## config.mk

```make
export PLATFORM = sky130hd
export DESIGN_NAME = operand_format_classifier
export DESIGN_NICKNAME = d
export VERILOG_FILES = /design/src/logic/ofc_pkg.sv /design/src/logic/ofc_fp_unpack.sv /design/src/logic/operand_format_classifier.sv
export VERILOG_INCLUDE_DIRS = /design/src /design/src/logic
export SDC_FILE = /design/constraint.sdc
export NUM_CORES = 1
export LEC_CHECK = 0
export BUFFER_PORTS_ARGS = -buffer_cell sky130_fd_sc_hd__buf_2
export CAP_MARGIN = 30
export CORE_MARGIN = 1
export CORE_UTILIZATION = 52
export CTS_CLUSTER_SIZE = 24
export DETAILED_ROUTE_END_ITERATION = 6
export HOLD_SLACK_MARGIN = 0.15
export MAX_ROUTING_LAYER = met4
export PLACE_DENSITY = 0.78
export SYNTH_ARGS = -nofsm -noshare
export SYNTH_HDL_FRONTEND = slang
export SYNTH_SLANG_ARGS = --single-unit
```

## constraint.sdc

```tcl
create_clock -name sys_clk -period 2.1 [get_ports sys_clk]
set_clock_uncertainty 0.2 [all_clocks]
set_input_delay 0.21 -clock sys_clk [delete_from_list [all_inputs] [get_ports sys_clk]]
set_output_delay 0.21 -clock sys_clk [all_outputs]
set_load 0.01 [all_outputs]
```

## src/logic/ofc_consts.svh

```systemverilog
/*
 Constants of the operand format classifier: field positions, biases, codes.
 Assumes it is included by bare name from the package and the design modules.
*/
//
// Contract
// - Integers are widened to extended precision before floating-point use.
// - Single real is 32 bits: sign, 8-bit exponent, 23-bit fraction.
// - Double real is 64 bits: sign, 11-bit exponent, 52-bit fraction.
// - Extended real is 80 bits: sign, 15-bit exponent, 64-bit mantissa.
// - Packed decimal real raises unimplemented-format trap, not illegal instruction.
// - Every real operand but packed decimal is classed as exactly one of five types.
// - The 128-bit block operand comes only from memory, 16-byte aligned.
// - Decimal bytes hold two digits packed or one digit unpacked.
// - Bit fields are runs of consecutive bits, one to thirty-two long.
// - Quad-word integers of 64 bits sit in any pair of data registers.
// - Byte, word and long-word integers are 8, 16 and 32 bits.
`ifndef OFC_CONSTS_SVH
`define OFC_CONSTS_SVH

`define OFC_SGL_EXP_MSB 30
`define OFC_SGL_EXP_LSB 23
`define OFC_DBL_EXP_MSB 62
`define OFC_DBL_EXP_LSB 52
`define OFC_EXT_EXP_MSB 78
`define OFC_EXT_EXP_LSB 64
`define OFC_EXT_EXP_MAX 15'h7fff
`define OFC_SGL_REBIAS 15'h3f80
`define OFC_DBL_REBIAS 15'h3c00
`define OFC_SGL_DEN_EXP 15'h3f81
`define OFC_DBL_DEN_EXP 15'h3c01
`define OFC_INT_EXP_BASE 15'h401e
`define OFC_BLOCK_ALIGN_MASK 32'h0000_000f
`define OFC_BCD_DIGIT_MAX 4'h9

`endif

```

## src/logic/ofc_pkg.sv

```systemverilog
/*
 Types shared by the operand format classifier modules.
 Assumes the constants header is on the include path.
*/
`include "ofc_consts.svh"
package ofc_pkg;

  typedef enum logic [3:0] {
    FMT_BYTE = 4'h0, FMT_WORD = 4'h1, FMT_LONG = 4'h2, FMT_SINGLE = 4'h3,
    FMT_DOUBLE = 4'h4, FMT_EXT = 4'h5, FMT_PACKED = 4'h6, FMT_BITFIELD = 4'h7,
    FMT_BCD_PACKED = 4'h8, FMT_BCD_UNPACKED = 4'h9, FMT_QUAD = 4'ha, FMT_BLOCK = 4'hb
  } ofc_fmt_e;

  // One-hot class; none only for operands that never reach floating point.
  typedef enum logic [4:0] {
    CLS_NONE = 5'h00, CLS_NORM = 5'h01, CLS_DENORM = 5'h02, CLS_ZERO = 5'h04,
    CLS_INF = 5'h08, CLS_NAN = 5'h10
  } ofc_cls_e;

  typedef struct packed {
    logic valid;
    ofc_fmt_e fmt;
    logic [127:0] data;
    logic from_mem;
    logic [31:0] addr;
    logic [4:0] bf_offset;
    logic [4:0] bf_width;
    logic [2:0] pair_hi;
    logic [2:0] pair_lo;
  } ofc_req_s;

  typedef struct packed {
    logic sign;
    logic [14:0] exp;
    logic [63:0] mant;
    ofc_cls_e cls;
  } ofc_fp_s;

  typedef struct packed {
    logic valid;
    ofc_fmt_e fmt;
    ofc_fp_s fp;
    logic [63:0] int_data;
    logic [127:0] blk_data;
    logic [2:0] pair_hi;
    logic [2:0] pair_lo;
    logic trap_unimp;
    logic trap_align;
    logic bcd_bad;
  } ofc_res_s;

  function automatic ofc_cls_e ofc_classify(input logic exp_zero, input logic exp_ones,
                                            input logic frac_zero);
    if (exp_zero) begin
      ofc_classify = frac_zero ? CLS_ZERO : CLS_DENORM;
    end else if (exp_ones) begin
      ofc_classify = frac_zero ? CLS_INF : CLS_NAN;
    end else begin
      ofc_classify = CLS_NORM;
    end
  endfunction : ofc_classify

endpackage : ofc_pkg

```

## src/logic/ofc_fp_unpack.sv

```systemverilog
/*
 Combinational unpacker of single, double and extended reals into extended fields.
 Assumes the caller registers the result.
*/
`timescale 1ns/100ps
`include "ofc_consts.svh"
module ofc_fp_unpack (
  input wire ofc_pkg::ofc_fmt_e fmt,
  input wire logic [79:0] data,
  output ofc_pkg::ofc_fp_s fp
);

  logic [7:0] s_exp;
  logic [22:0] s_frac;
  logic [10:0] d_exp;
  logic [51:0] d_frac;
  logic [14:0] x_exp;

  assign s_exp = data[`OFC_SGL_EXP_MSB:`OFC_SGL_EXP_LSB];
  assign s_frac = data[22:0];
  assign d_exp = data[`OFC_DBL_EXP_MSB:`OFC_DBL_EXP_LSB];
  assign d_frac = data[51:0];
  assign x_exp = data[`OFC_EXT_EXP_MSB:`OFC_EXT_EXP_LSB];

  ////////////////////////////////////////////////////////////////////////////////
  // Denormals of the short formats keep a clear integer bit at the smallest exponent,
  // because extended precision may carry unnormalised mantissas.
  always_comb begin
    fp = '0;
    case (fmt)
      ofc_pkg::FMT_SINGLE: begin
        fp.sign = data[31];
        fp.cls = ofc_pkg::ofc_classify(s_exp == 8'h00, &s_exp, s_frac == 23'h00_0000);
        fp.mant = {s_exp != 8'h00, s_frac, 40'h00_0000_0000};
        if (s_exp == 8'h00) begin
          fp.exp = (s_frac == 23'h00_0000) ? 15'h0000 : `OFC_SGL_DEN_EXP;
        end else if (&s_exp) begin
          fp.exp = `OFC_EXT_EXP_MAX;
        end else begin
          fp.exp = {7'h00, s_exp} + `OFC_SGL_REBIAS;
        end
      end
      ofc_pkg::FMT_DOUBLE: begin
        fp.sign = data[63];
        fp.cls = ofc_pkg::ofc_classify(d_exp == 11'h000, &d_exp, d_frac == 52'h0);
        fp.mant = {d_exp != 11'h000, d_frac, 11'h000};
        if (d_exp == 11'h000) begin
          fp.exp = (d_frac == 52'h0) ? 15'h0000 : `OFC_DBL_DEN_EXP;
        end else if (&d_exp) begin
          fp.exp = `OFC_EXT_EXP_MAX;
        end else begin
          fp.exp = {4'h0, d_exp} + `OFC_DBL_REBIAS;
        end
      end
      ofc_pkg::FMT_EXT: begin
        fp.sign = data[79];
        fp.exp = x_exp;
        fp.mant = data[63:0];
        // The explicit integer bit does not take part in telling infinity from NaN.
        fp.cls = ofc_pkg::ofc_classify(x_exp == 15'h0000, &x_exp,
                                       (x_exp == `OFC_EXT_EXP_MAX) ? (data[62:0] == 63'h0)
                                       : (data[63:0] == 64'h0));
      end
      default: begin
        fp = '0;
      end
    endcase
  end

endmodule : ofc_fp_unpack

```

## src/logic/operand_format_classifier.sv

```systemverilog
/*
 Operand format classifier: unpacks, widens and checks one operand per cycle.
 Assumes the pipeline presents requests synchronous to sys_clk and reads the
 registered result one enabled edge later; no back-pressure is offered.
*/
`timescale 1ns/100ps
`include "ofc_consts.svh"
module operand_format_classifier (
  input wire logic sys_clk,
  input wire logic arst_n,
  input wire logic clk_en,
  input wire ofc_pkg::ofc_req_s req,
  output ofc_pkg::ofc_res_s res
);

  typedef struct packed {
    ofc_pkg::ofc_res_s res;
  } ofc_state_s;

  ofc_state_s state;
  ofc_state_s next_state;
  logic rst_meta;
  logic rst_sync_n;
  ofc_pkg::ofc_fp_s real_fp;

  ////////////////////////////////////////////////////////////////////////////////
  // Reset release through two flops so no flop leaves reset on a ragged edge.
  always_ff @(posedge sys_clk or negedge arst_n) begin
    if (!arst_n) begin
      rst_meta <= 1'b0;
      rst_sync_n <= 1'b0;
    end else begin
      rst_meta <= 1'b1;
      rst_sync_n <= rst_meta;
    end
  end

  ofc_fp_unpack u_fp_unpack (
    .fmt(req.fmt),
    .data(req.data[79:0]),
    .fp(real_fp)
  );

  ////////////////////////////////////////////////////////////////////////////////
  // Integer widening: magnitude, leading-zero count, normalising shift.
  function automatic ofc_pkg::ofc_fp_s int_to_ext(input logic [31:0] v);
    logic [31:0] mag;
    logic [4:0] lz;
    logic found;
    int_to_ext = '0;
    mag = v[31] ? (32'h0000_0000 - v) : v;
    lz = 5'h00;
    found = 1'b0;
    for (int i = 31; i >= 0; i--) begin
      if (!found && mag[i]) begin
        found = 1'b1;
        lz = 5'(31 - i);
      end
    end
    int_to_ext.sign = v[31];
    if (mag == 32'h0000_0000) begin
      int_to_ext.cls = ofc_pkg::CLS_ZERO;
    end else begin
      int_to_ext.cls = ofc_pkg::CLS_NORM;
      int_to_ext.exp = `OFC_INT_EXP_BASE - {10'h000, lz};
      int_to_ext.mant = {mag << lz, 32'h0000_0000};
    end
  endfunction : int_to_ext

  function automatic logic bcd_digit_bad(input logic [3:0] d);
    bcd_digit_bad = d > `OFC_BCD_DIGIT_MAX;
  endfunction : bcd_digit_bad

  ////////////////////////////////////////////////////////////////////////////////
  // Bit field: offset counts from the msb of the upper long word; a width code of
  // zero stands for thirty-two bits, so every length from one to thirty-two fits.
  function automatic logic [31:0] field_extract(input logic [63:0] win, input logic [4:0] off,
                                                input logic [4:0] wcode);
    logic [5:0] len;
    logic [63:0] shifted;
    logic [31:0] mask;
    len = (wcode == 5'h00) ? 6'h20 : {1'b0, wcode};
    shifted = (win << off) >> (7'd64 - {1'b0, len});
    mask = (len == 6'h20) ? 32'hffff_ffff : ((32'h0000_0001 << len) - 32'h0000_0001);
    field_extract = shifted[31:0] & mask;
  endfunction : field_extract

  ////////////////////////////////////////////////////////////////////////////////
  always_comb begin
    next_state = state;
    next_state.res.valid = req.valid;
    if (req.valid) begin
      next_state.res = '0;
      next_state.res.valid = 1'b1;
      next_state.res.fmt = req.fmt;
      case (req.fmt)
        ofc_pkg::FMT_BYTE: begin
          next_state.res.int_data = {{56{req.data[7]}}, req.data[7:0]};
          next_state.res.fp = int_to_ext({{24{req.data[7]}}, req.data[7:0]});
        end
        ofc_pkg::FMT_WORD: begin
          next_state.res.int_data = {{48{req.data[15]}}, req.data[15:0]};
          next_state.res.fp = int_to_ext({{16{req.data[15]}}, req.data[15:0]});
        end
        ofc_pkg::FMT_LONG: begin
          next_state.res.int_data = {{32{req.data[31]}}, req.data[31:0]};
          next_state.res.fp = int_to_ext(req.data[31:0]);
        end
        ofc_pkg::FMT_SINGLE, ofc_pkg::FMT_DOUBLE, ofc_pkg::FMT_EXT: begin
          next_state.res.fp = real_fp;
        end
        ofc_pkg::FMT_PACKED: begin
          // Nothing is decoded; software emulates the whole operation.
          next_state.res.trap_unimp = 1'b1;
        end
        ofc_pkg::FMT_BITFIELD: begin
          next_state.res.int_data = {32'h0000_0000,
                                     field_extract(req.data[63:0], req.bf_offset,
                                                   req.bf_width)};
        end
        ofc_pkg::FMT_BCD_PACKED: begin
          next_state.res.int_data = {56'h0, req.data[7:4], req.data[3:0]};
          next_state.res.bcd_bad = bcd_digit_bad(req.data[7:4]) | bcd_digit_bad(req.data[3:0]);
        end
        ofc_pkg::FMT_BCD_UNPACKED: begin
          // The upper nibble of an unpacked digit is ignored.
          next_state.res.int_data = {60'h0, req.data[3:0]};
          next_state.res.bcd_bad = bcd_digit_bad(req.data[3:0]);
        end
        ofc_pkg::FMT_QUAD: begin
          next_state.res.int_data = req.data[63:0];
          next_state.res.pair_hi = req.pair_hi;
          next_state.res.pair_lo = req.pair_lo;
        end
        ofc_pkg::FMT_BLOCK: begin
          if (req.from_mem && ((req.addr & `OFC_BLOCK_ALIGN_MASK) == 32'h0000_0000)) begin
            next_state.res.blk_data = req.data;
          end else begin
            next_state.res.trap_align = 1'b1;
          end
        end
        default: begin
          next_state.res.trap_unimp = 1'b1;
        end
      endcase
    end
  end

  always_ff @(posedge sys_clk or negedge arst_n) begin
    if (!arst_n) begin
      state <= '0;
    end else if (!rst_sync_n) begin
      state <= '0;
    end else if (clk_en) begin
      state <= next_state;
    end
  end

  assign res = state.res;
endmodule : operand_format_classifier

```

==> results.ini, run 1 <==
[run_status]
status=aborted with a tool error
error=[ERROR GRT-0232] Routing congestion too high. Check the congestion heatmap in the GUI.
haltStage=5_1_grt

[synth]
async_flop_share_pct=100.0
synth_area_mm2=0.02538
ys_types=96
synth-main-ff-cell=dfrtp_1
synth-seq-cells=293
postSynthAreaPerCell_um2=8.701
synthesis.nets=3124
yosysWarnings=0
synth-edff-count=0
postSynthCellCount=2917
ys_seq_area_share_pct=28.89

[sta]
grt-worst-endpoint=res[278]$_DFFE_PN0P_/D
worst_endpoint_kind=register data pin

[clocking]
cts_sinks=293
clk_path_buf_depth=3
htreeDepth=1
root_buffer=clkbuf_16
cts_buffers=31

[global_route]
grt-ovfl-total=10
grt_start_max_net_pins=71
grt.total_usage_pct=74.35

[floorplanning]
start_util_pct=52.94
boundaryPins=476
die_height_um=222.9
rows=80
die_w_um=222.9

[place]
hpwl_mm=99.60
portBuffers=447
placed_area_mm2=0.03468
place.gp.congestion=1.113
pre_cts_ws_ps=-2720

## kinds of logic after synthesis
logic type / after synthesis / synth area share (%)
simple gates: 790 / 14.44
flops: 293 / 28.89
buf+inv: 350 / 5.388
mux: 405 / 20.94
fa+ha+maj: 22 / 1.085
other cells: 1 / 0.01478
compound gates: 980 / 26.60
xor+xnor: 76 / 2.652
## per-layer routing
layer / track usage [%] / overflow
met5: - / -
met4: 68.41 / 3
met3: 55.74 / 1
met2: 91.26 / 6
met1: 74.38 / 0
## synthesized netlist by cell type, drive strengths merged (8+ instances only)
cell type	n	area, um2
nand3	54	270.3
o211ai	39	292.8
a22o	182	1594
o2111ai	8	70.07
a21boi	8	60.06
a221oi	12	105.1
nand2	282	1059
o21ai	237	1197
xor2	39	349.1
a221o	19	190.2
mux4	93	2095
xnor2	37	324.1
o31ai	23	191.4
o22ai	15	93.84
ha	22	275.3
nor3	61	315.3
or3	18	122.6
a211oi	37	277.8
mux2	74	837.1
o221ai	12	105.1
a31oi	16	100.1
o21a	13	97.59
a222oi	19	190.2
or2	14	87.59
buf	51	245.2
a22oi	44	330.3
nand4	23	150.1
inv	35	131.4
nand2b	15	93.84
nor2	214	805.8
dfrtp	293	7332
nor4	27	187.7
and3	19	118.9
a21oi	208	1041
clkbuf	260	975.9
nor2b	14	87.58
a21o	16	120.1
or4	9	67.56
o41ai	9	86.34
mux2i	238	2382
and2	21	131.4
## what timing repair did
| action | CTS |
|---|---|
| pin swaps | 80 |
| hold endpoints to repair | 551 |
| hold buffers | 158 |
| resized for setup | 358 |
| gates cloned | 1 |
| buffers inserted | 62 |
| endpoints found under the setup margin | 83 |
## per-stage QoR
stage,hold slack [ps],instances
2_1_floorplan,-285.6,2917
3_3_place_gp,-36.72,4539
3_5_place_dp,-30.99,4539
4_1_cts,128.8,4815
==> run 2, diff against run 1 <==
--- a/config.mk
+++ b/config.mk
@@ -9,12 +9,9 @@
 export BUFFER_PORTS_ARGS = -buffer_cell sky130_fd_sc_hd__buf_2
 export CAP_MARGIN = 30
 export CORE_MARGIN = 1
-export CORE_UTILIZATION = 52
-export CTS_CLUSTER_SIZE = 24
+export CORE_UTILIZATION = 40
 export DETAILED_ROUTE_END_ITERATION = 6
-export HOLD_SLACK_MARGIN = 0.15
-export MAX_ROUTING_LAYER = met4
-export PLACE_DENSITY = 0.78
+export PLACE_DENSITY_LB_ADDON = 0.15
 export SYNTH_ARGS = -nofsm -noshare
 export SYNTH_HDL_FRONTEND = slang
 export SYNTH_SLANG_ARGS = --single-unit
==> constraint.sdc (replaced) <==
create_clock -name sys_clk -period 2.75 [get_ports sys_clk]
set_clock_uncertainty 0.2 [all_clocks]
set_input_delay 0.275 -clock sys_clk [delete_from_list [all_inputs] [get_ports sys_clk]]
set_output_delay 0.275 -clock sys_clk [all_outputs]
set_load 0.01 [all_outputs]
==> run 2 against run 1 <==
Compared with the run above:
- the flow now finishes, with violations (setup timing)
- synthesized area is the same
- synthesized cell count is the same
==> results.ini, run 2 <==
[floorplanning]
start_util_pct=40.83  ; was 52.94%
core_area_mm2=0.06217
die_height_um=253.9  ; was 222.9 um
die-area_mm2=0.06446
boundaryPins=476  ; unchanged
rows=91  ; was 80
die_w_um=253.9  ; was 222.9 um

[layout]
final_cell_mix=buf_4, buf_2, dfrtp_1, nand2_1, nor2_1
fin_nets=4357
drive_above_1_share_pct=49.01
area_growth_pct=59.44
largest_reg_flops=291
final_core_util_pct=65.09
multi_input_area_mm2=0.01920
nFillCells=5192
final_common_cell=buf_4
final_cells=5017
regArea_mm2=0.007332

[route]
dr.pass1.iters=7
avgViaCountPerCell=6.226
drtIter0Drc=3349
drc=0
routed_wl_mm=135.6
wire_per_inst_um=27.03
ant_nets=0
vias=31240

[clocking]
clock_latency_ps=570
tritoncts=done
htreeDepth=2  ; was 1
cts_buffers=34  ; was 31
root_buffer=clkbuf_16  ; unchanged
cts_sinks=293  ; unchanged
clk_pin_slew_ps=70
clk_path_buf_depth=3  ; unchanged

[synth]
postSynthCellCount=2917  ; unchanged
synth-main-ff-cell=dfrtp_1  ; unchanged
yosysTopAreaCellShare_pct=28.89  ; unchanged
synthesis.nets=3124  ; unchanged
synth-edff-count=0  ; unchanged
ys_types=96  ; unchanged
yosysWarnings=0  ; unchanged
synth_area_mm2=0.02538  ; unchanged
synth.most_common_cell=dfrtp_1  ; unchanged
ys_seq_area_share_pct=28.89  ; unchanged
synth.area.top_cells=dfrtp_1, mux2i_1, mux4_2, a22o_1, o21ai_0  ; unchanged
async_flop_share_pct=100.0  ; unchanged
synth_commonest_cells=dfrtp_1, nand2_1, clkbuf_1  ; unchanged
synth_top_area_cell=dfrtp_1  ; unchanged
postSynthAreaPerCell_um2=8.701  ; unchanged
synth-seq-cells=293  ; unchanged

[worst_setup_path]
worstSetupStartpointType=primary input
critPathRequiredTime_ps=2980
cp_data_arrival_time_ps=4340
critPathKind=primary input to register
reg2reg_depth=7
endpoint_kind=register
worstPathMaxFanout=4

[pwr]
peakVddDrop_uv=409.4
power_density_mw_per_mm2=411.9
p_total_mw=16.67
leakage_nw=18.78

[global_route]
grt_pass1_wl_mm=196.2
antenna_found_initial=6
grt-ovfl-total=0
grt.total_usage_pct=40.57
grt_pass1_vias=30260
grt_start_max_net_pins=79

[sta]
fin_crit_ps=4118
drv_slew=0
rsz0062_at_grt=yes
fin_crit_sh_pct=149.7
fin_hold_ws_ps=19.65
fmax_mhz=242.9
finalSetupViolations=80
fin_ws_ps=-1368
tightest_slew_ps=1050
finalHoldViolations=0
slew_headroom_pct=29.63

[place]
hpwl_mm=104.6  ; was 99.60 mm
place.gp.congestion=1.033  ; was 1.113
portBuffers=447  ; unchanged
dp.cells=4752  ; was 4539

[min_path]
holdCritPathClass=primary input to register
min_path_cells=4

[run_status]
status=finished, violations left  ; was aborted with a tool error
violations=setup timing

[job]
maxCapViolCount=0

run 2: cells by family (layout without fill, tap and decap cells):
family | Yosys count | count (layout) | synth area share (%)
AO/OA/AOI/OAI | 980 | 980 | 26.60
XOR/XNOR | 76 | 76 | 2.652
adder cells (fa/ha/maj) | 22 | 22 | 1.085
buffers and inverters | 350 | 1608 | 5.388
flip-flops | 293 | 293 | 28.89
multiplexers | 405 | 405 | 20.94
other | 1 | 6 | 0.01478
AND/OR/NAND/NOR | 790 | 790 | 14.44
run 2: metal layers:
metal | vias to the layer above | routed length (um) | GRT usage [%]
met5 | - | 25 | 0
met2 | 1870 | 61530 | 63.99
met1 | 15410 | 54850 | 53.95
met3 | 411 | 11480 | 6.310
met4 | 4 | 7745 | 20.15
li1 | 13540 | - | -
run 2: final cells by class:
cell class                      instances  area share, %
Multi-Input combinational cell       2274          47.46
Timing Repair Buffer                 1507          28.59
Sequential cell                       293          18.12
Tap cell                              837          2.588
Clock buffer                           48          2.430
Inverter                               39         0.4112
Clock inverter                         13         0.3587
Antenna cell                            5        0.03092
Timing Repair inverter                  1        0.01855
run 2: stage by stage:
| step | cell area [um2] | setup TNS [ps] | worst slack [ps] |
|---|---|---|---|
| floorplan | 26110 | -95050 | -1995 |
| global placement | 34980 | -136240 | -2188 |
| detailed placement | 34980 | -139130 | -2249 |
| CTS | 39200 | -63340 | -1314 |
| global route | 40460 | -82580 | -1481 |
| finish | 40470 | -74620 | -1368 |
run 2: critical path, stage by stage:
cell      delay (ps)
buf_6             90
or4_4            530
or3_4            380
buf_6            150
o41ai_4          230
xor2_1           250
nand4_2          160
or3_4            440
o32ai_4          360
o21ai_4          120
buf_6            140
buf_6            110
mux2i_4          180
mux2i_4          180
nor2_2            60
a222oi_1         570
o21ai_1          120
run 2: repair_timing:
item                                    in CTS  in global routing
resized for setup                          384                198
endpoints found under the setup margin      80                 81
pin swaps                                  118                 93
gates cloned                                 3                  1
setup buffers                               60                 45
hold buffers                                99                  0
endpoints found under the hold margin      350                  0
run 2: power by group:
group	leakage (nW)	switching [mW]	internal [mW]	total (mW)
Clock	0.562	2.01	2.64	4.65
Combinational	14.1	4.03	3.63	7.65
Sequential	4.08	0.0220	4.34	4.36
run 2: path summary, 6_finish.rpt:
| check | startpoint | end | slack [ps] |
|---|---|---|---|
| min reg2reg | rst_meta$_DFF_PN0_ | rst_sync_n$_DFF_PN0_ | 150 |
| max in group asynchronous | arst_n | res[142]$_DFFE_PN0P_ | 1440 |
| max reg2reg | rst_sync_n$_DFF_PN0_ | res[268]$_DFFE_PN0P_ | 220 |
| max | req[56] | res[241]$_DFFE_PN0P_ | -1370 |
| min | req[85] | res[173]$_DFFE_PN0P_ | 20 |
| min in group asynchronous | arst_n | res[203]$_DFFE_PN0P_ | 30 |
(Power assumes the default switching activity.)
